==> src/core/srp_pkg.sv <==
// Behaviour
// - host runs serial clock before any access
// - low chip select starts a transfer
// - header is eight serial bits
// - device samples header bits on rising edges
// - first bit: one read, zero write
// - bits two to six: address, lsb first
// - host sends zero bit seven; eight ignored
// - read output enabled at falling edge eight
// - read data five bits lsb first, falling
// - host captures read bit at next rise
// - write data before rising edge nine
// - write data eight bits lsb first, rising
// - output tri-stated unless driving read data
package srp_pkg;
  localparam int HDR_BITS = 8;
  localparam int ADDR_W = 5;
  localparam int RDATA_W = 5;
  localparam int WDATA_W = 8;
  localparam int ADDR_POS = 1;
  localparam int DEPTH = 32;
  localparam logic [4:0] REG_RESET = 5'h00;
  localparam int SCK_HALF = 4;
  localparam logic [4:0] CNT_HDR_DONE = 5'h08;
  localparam logic [4:0] CNT_RD_DONE = 5'h0D;
  localparam logic [4:0] CNT_WR_DONE = 5'h10;
endpackage

==> src/core/srp_if.sv <==
`timescale 1ns/1ps
`default_nettype none
interface srp_if;
  logic csN;
  logic sclk;
  logic sdi;
  logic sdo;
  logic sdoOeN;
  modport dev (input csN, input sclk, input sdi, output sdo, output sdoOeN);
  modport host (output csN, output sclk, output sdi, input sdo,
    input sdoOeN);
endinterface // srp_if
`default_nettype wire

==> src/core/srp_device.sv <==
`timescale 1ns/1ps
`default_nettype none
module srp_device (
  input wire logic sys_clk,
  input wire logic sys_rst,
  srp_if.dev link,
  output logic [4:0] regData [0:31],
  output logic wrPulse,
  output logic [4:0] wrAddr
);
  // frame phase; cs high returns to idle from anywhere
  typedef enum logic [2:0] {
    PH_IDLE = 3'b000,
    PH_HDR = 3'b001,
    PH_WRITE = 3'b011,
    PH_READ = 3'b101,
    PH_DONE = 3'b111
  } srp_phase_t;

  // pin synchronisers
  logic [1:0] csSync_reg;
  logic [1:0] csSync_next;
  logic [2:0] ckSync_reg;
  logic [2:0] ckSync_next;
  logic [1:0] diSync_reg;
  logic [1:0] diSync_next;
  logic csLow;
  logic rise;
  logic fall;
  logic di;

  // frame control
  srp_phase_t ph_reg;
  srp_phase_t ph_next;
  logic [4:0] cnt_reg;
  logic [4:0] cnt_next;
  logic [7:0] hdr_reg;
  logic [7:0] hdr_next;
  logic [4:0] addr;

  // write path
  logic [7:0] wsh_reg;
  logic [7:0] wsh_next;
  logic wr_reg;
  logic wr_next;

  // read path
  logic [4:0] rsh_reg;
  logic [4:0] rsh_next;
  logic sdo_reg;
  logic sdo_next;
  logic oeN_reg;
  logic oeN_next;
  logic [4:0] selData;

  // register store
  logic [4:0] mem_reg [0:31];
  logic [4:0] mem_next [0:31];

  always_comb begin
    csSync_next = {csSync_reg[0], link.csN};
    ckSync_next = {ckSync_reg[1:0], link.sclk};
    diSync_next = {diSync_reg[0], link.sdi};
  end

  always_ff @(posedge sys_clk) begin
    if (sys_rst) begin
      csSync_reg <= 2'h3;
      ckSync_reg <= 3'h0;
      diSync_reg <= 2'h0;
    end else begin
      csSync_reg <= csSync_next;
      ckSync_reg <= ckSync_next;
      diSync_reg <= diSync_next;
    end
  end

  // sclk needs at least six sys_clk per period to be seen
  always_comb begin
    csLow = !csSync_reg[1];
    rise = ckSync_reg[1] && !ckSync_reg[2];
    fall = !ckSync_reg[1] && ckSync_reg[2];
    di = diSync_reg[1];
    addr = hdr_reg[5:1];
    selData = mem_reg[addr];
  end

  always_comb begin
    ph_next = ph_reg;
    cnt_next = cnt_reg;
    hdr_next = hdr_reg;
    if (!csLow) begin
      ph_next = PH_IDLE;
      cnt_next = 5'h00;
    end else begin
      // saturate so a long frame never wraps into a new header
      if (rise && cnt_reg != 5'h1F) begin
        cnt_next = cnt_reg + 5'h01;
      end
      case (ph_reg)
        PH_IDLE, PH_HDR: begin
          ph_next = PH_HDR;
          if (rise) begin
            hdr_next = {di, hdr_reg[7:1]};
            // bit seven is expected zero, bit eight is ignored
            if (cnt_reg == srp_pkg::CNT_HDR_DONE - 5'h01) begin
              ph_next = hdr_next[0] ? PH_READ : PH_WRITE;
            end
          end
        end
        PH_WRITE: begin
          if (rise && cnt_reg == srp_pkg::CNT_WR_DONE - 5'h01) begin
            ph_next = PH_DONE;
          end
        end
        PH_READ: begin
          if (fall && cnt_reg >= srp_pkg::CNT_RD_DONE) begin
            ph_next = PH_DONE;
          end
        end
        default: begin
          ph_next = ph_reg;
        end
      endcase
    end
  end

  always_ff @(posedge sys_clk) begin
    if (sys_rst) begin
      ph_reg <= PH_IDLE;
      cnt_reg <= 5'h00;
      hdr_reg <= 8'h00;
    end else begin
      ph_reg <= ph_next;
      cnt_reg <= cnt_next;
      hdr_reg <= hdr_next;
    end
  end

  always_comb begin
    wsh_next = wsh_reg;
    wr_next = 1'b0;
    if (csLow && ph_reg == PH_WRITE && rise) begin
      wsh_next = {di, wsh_reg[7:1]};
      if (cnt_reg == srp_pkg::CNT_WR_DONE - 5'h01) begin
        wr_next = 1'b1;
      end
    end
  end

  always_ff @(posedge sys_clk) begin
    if (sys_rst) begin
      wsh_reg <= 8'h00;
      wr_reg <= 1'b0;
    end else begin
      wsh_reg <= wsh_next;
      wr_reg <= wr_next;
    end
  end

  // one-wire hosts need sdo released outside the data bits
  always_comb begin
    rsh_next = rsh_reg;
    sdo_next = sdo_reg;
    oeN_next = oeN_reg;
    if (!csLow || ph_reg != PH_READ) begin
      oeN_next = 1'b1;
    end else if (fall) begin
      if (cnt_reg == srp_pkg::CNT_HDR_DONE) begin
        sdo_next = selData[0];
        rsh_next = {1'b0, selData[4:1]};
        oeN_next = 1'b0;
      end else if (cnt_reg < srp_pkg::CNT_RD_DONE) begin
        sdo_next = rsh_reg[0];
        rsh_next = {1'b0, rsh_reg[4:1]};
      end else begin
        oeN_next = 1'b1;
      end
    end
  end

  always_ff @(posedge sys_clk) begin
    if (sys_rst) begin
      rsh_reg <= 5'h00;
      sdo_reg <= 1'b0;
      oeN_reg <= 1'b1;
    end else begin
      rsh_reg <= rsh_next;
      sdo_reg <= sdo_next;
      oeN_reg <= oeN_next;
    end
  end

  always_comb begin
    mem_next = mem_reg;
    if (wr_reg) begin
      // only five bits are kept; write bits five to seven drop
      mem_next[addr] = wsh_reg[4:0];
    end
  end

  always_ff @(posedge sys_clk) begin
    if (sys_rst) begin
      for (int i = 0; i < 32; i++) begin
        mem_reg[i] <= srp_pkg::REG_RESET;
      end
    end else begin
      mem_reg <= mem_next;
    end
  end

  assign link.sdo = sdo_reg;
  assign link.sdoOeN = oeN_reg;
  assign regData = mem_reg;
  assign wrPulse = wr_reg;
  assign wrAddr = addr;
endmodule // srp_device
`default_nettype wire

==> src/flat_wrapper.sv <==
// flat-port wrapper written by rule: the top's interface ports become plain ports
module srp_device_flat 
  (sys_clk, sys_rst, regData, wrPulse, wrAddr, link_csN, link_sclk, link_sdi, link_sdo, link_sdoOeN);
  srp_if link_i ();
  input wire logic sys_clk;
  input wire logic sys_rst;
  output logic [4:0] regData[0:31];
  output logic wrPulse;
  output logic [4:0] wrAddr;
  input wire logic [$bits(link_i.csN)-1:0] link_csN;
  input wire logic [$bits(link_i.sclk)-1:0] link_sclk;
  input wire logic [$bits(link_i.sdi)-1:0] link_sdi;
  output wire logic [$bits(link_i.sdo)-1:0] link_sdo;
  output wire logic [$bits(link_i.sdoOeN)-1:0] link_sdoOeN;
  assign link_i.csN = link_csN;
  assign link_i.sclk = link_sclk;
  assign link_i.sdi = link_sdi;
  assign link_sdo = link_i.sdo;
  assign link_sdoOeN = link_i.sdoOeN;
  srp_device u_core (.sys_clk(sys_clk), .sys_rst(sys_rst), .link(link_i), .regData(regData), .wrPulse(wrPulse), .wrAddr(wrAddr));
endmodule
==> config.mk <==
export PLATFORM = sky130hd
export DESIGN_NAME = srp_device_flat
export DESIGN_NICKNAME = d
export VERILOG_FILES = /design/src/core/srp_pkg.sv /design/src/core/srp_if.sv /design/src/core/srp_device.sv /design/src/flat_wrapper.sv
export SDC_FILE = /design/constraint.sdc
export NUM_CORES = 1
export LEC_CHECK = 0
export ABC_AREA = 1
export CAP_MARGIN = 0
export CELL_PAD_IN_SITES_DETAIL_PLACEMENT = 1
export CELL_PAD_IN_SITES_GLOBAL_PLACEMENT = 1
export CORE_MARGIN = 5
export CORE_UTILIZATION = 48
export DETAILED_ROUTE_END_ITERATION = 8
export DONT_BUFFER_PORTS = 1
export PLACE_DENSITY_LB_ADDON = 0.1
export RECOVER_POWER = 50
export SLEW_MARGIN = 5
export SYNTH_ARGS = -nofsm -noshare
export SYNTH_HDL_FRONTEND = slang
export SYNTH_SLANG_ARGS = --single-unit
export TNS_END_PERCENT = 30
==> constraint.sdc <==
create_clock -name sys_clk -period 3.7 [get_ports sys_clk]
set_input_delay 0.37 -clock sys_clk [delete_from_list [all_inputs] [get_ports sys_clk]]
set_output_delay 0.37 -clock sys_clk [all_outputs]
set_load 0.02 [all_outputs]
==> out/metrics.cfg <==
[logic_synthesis]
syn_inst=1395
yosysUniqueCellTypes=27
yosysSeqAreaShare_pct=43.27
synth_flop_cell=dfxtp_1
syn_nets=1405
async_flop_share_pct=0
synth_edf_count=0
yosysWarnings=0
avgSynthCellArea_um2=6.534
yosys_register_bits=197
netlist_area_um2=9115

[routing]
wirelength_mm=31.89
routedWlPerCell_um=19.83
num_vias=8942
viasPerCell=5.561
ant_nets=0
drc=0
dr.pass1.iters=5
initialDrtViolationCount=551

[worst_setup_path]
rrSetupSlack_ps=1400
reg2reg_to=u_core.regData[147]
critPathLaunch=u_core.hdr_reg[2]
endpoint_kind=flip-flop
crit_path_start_kind=flip-flop
crit_type=flip-flop to flip-flop
cp_max_fo=20
reg2reg_depth=7
cp.required_ps=4030
crit_end=u_core.regData[147]
worstPathArrival_ps=2630
rr_startpoint=u_core.hdr_reg[2]

[layout]
largest_register_ffs=160
mostFrequentLayoutCell=nand2_1
layout_common_cells=nand2_1, nor2_1, o21ai_0, dfxtp_1, inv_1
fin_util_pct=52.53
fin_cells=1608
final_nets=1373
syn_to_final_growth_pct=7.797
drive_above_1_share_pct=9.025
insertedDiodeCount=0

[timing]
drv_slew=0
post-route-period-util_pct=62.25
worst_pin_slew_ps=1183
max_freq_ghz=0.4342
rsz0062_at_grt=no
finClkSkew_ps=10.76
period_needed_ps=2303
hold_viol=0
slew_headroom_pct=21.06
worst_slack_ps=1397
finalSetupViolCount=0
fin_tns_setup_ps=0

[clock_tree]
cts_max_path_buffers=2
htree_levels=4
clockRootBuffer=clkbuf_16
cts_buffers=17
cts_tree=yes
clock_sinks=197
clk_pin_slew_ps=70
cts_resized=0
clk_latency_ps=440

[pwr]
switching_power_w=0.0009010
p_int_w=0.003148
p_leak_nw=4.739
switching_share_pct=22.25
p_per_area_nw_per_um2=412.1
sequentialPowerShare_pct=52.6
ir_drop_v=0.0003084
power.share.clock_pct=45.8
pwr-share-comb_pct=1.6

[placed_design]
placedCellCount=1577
dpl.hpwl_mm=21.99
port_buffers=0
pre_cts_slack_ps=1462
gp_congestion=0.8171

[floorplanning]
ioPinCount=173
floorplan.initialDensity_pct=48.73
die_y_um=147.8
rows=50
coreArea_um2=18710
dieWidth_um=147.8
dieArea_um2=21840

[job]
maxCapViolCount=0

[grt]
gr-total-overflow=0
antenna_found_initial=0
grt_pass1_wl_mm=49.71
gr-usage-all-layers_pct=28.67
grt_pass1_vias=8882
grt_max_degree=91

[worst_hold_path]
hold_class=input pin to flip-flop
min_from=sys_rst

[outcome]
status=finished, final reports clean

-- Yosys cell counts, types with 13 or more instances --
master	count	share of area, %
clkbuf_1	32	1.3
buf_1	24	0.99
dfxtp_1	197	43
nand2_1	381	16
nor2_4	16	2.0
inv_2	33	1.4
a21oi_1	28	1.5
o21ai_0	196	11
nor2_1	359	15
nand3_1	20	1.1
inv_1	49	2.0
nor2_2	13	0.89
-- timing repair --
| item | in CTS | in global routing |
|---|---|---|
| buffers inserted | 0 | 0 |
| hold buffers | 1 | 0 |
| endpoints found under the hold margin | 6 | 0 |
-- critical path, stage by stage (launching register included) --
cell,delay (ps)
dfxtp_2,580
inv_1,110
nor2_1,290
nand2_2,390
nor2_1,430
inv_1,170
nor2_1,160
nor2_1,70
-- routing by layer --
metal  up-vias  share of wire [%]  global-route usage (%)
li1       4301                  -                       -
met2       255                 47                   48.50
met1      4332                 43                   36.27
met4         0                2.5                   9.366
met3        54                7.6                   6.560
met5         -                  0                       0
-- through the flow --
step	area, um2	hold slack [ps]	total power (W)
2_1_floorplan	9115	388.3	0.002226
3_3_place_gp	9251	393.9	0.002241
3_5_place_dp	9251	396.4	0.002242
4_1_cts	9829	0.4219	0.004068
5_1_grt	9826	7.084	0.004162
6_report	9826	11.17	0.004049
-- power by group through the flow --
stage / Clock, W / Sequential, W / Combinational (W)
3_3_place_gp: 0 / 0.00218 / 0.0000620
6_report: 0.00185 / 0.00213 / 0.0000653
2_1_floorplan: 0 / 0.00218 / 0.0000502
4_1_cts: 0.00187 / 0.00213 / 0.0000655
5_1_grt: 0.00196 / 0.00213 / 0.0000719
3_5_place_dp: 0 / 0.00218 / 0.0000630
-- how the worst min path moves through the flow --
stage | to | cells past startpoint
after detailed placement | u_core.ckSync_reg[1] | 2
final | u_core.diSync_reg[1] | 1
after CTS | u_core.diSync_reg[1] | 1
after floorplan | u_core.ckSync_reg[1] | 2
after global placement | u_core.ckSync_reg[1] | 2
after global routing | u_core.diSync_reg[1] | 1
-- final cells by class --
class                      count  area, um2
multi-input combinational   1046       4568
clock inverter                11      125.1
tap                          234      292.8
sequential                   197       3949
clock buffer                  19      442.9
inverter                      84      321.6
fill                        2547       8880
timing repair buffer          17      126.4
-- kinds of logic after synthesis --
family | Yosys count | share of synthesized area [%]
compound gates | 231 | 12.75
fa+ha+maj | 5 | 0.6863
buf+inv | 152 | 6.616
flops | 197 | 43.27
simple gates | 810 | 36.68
(Power assumes the default switching activity.)
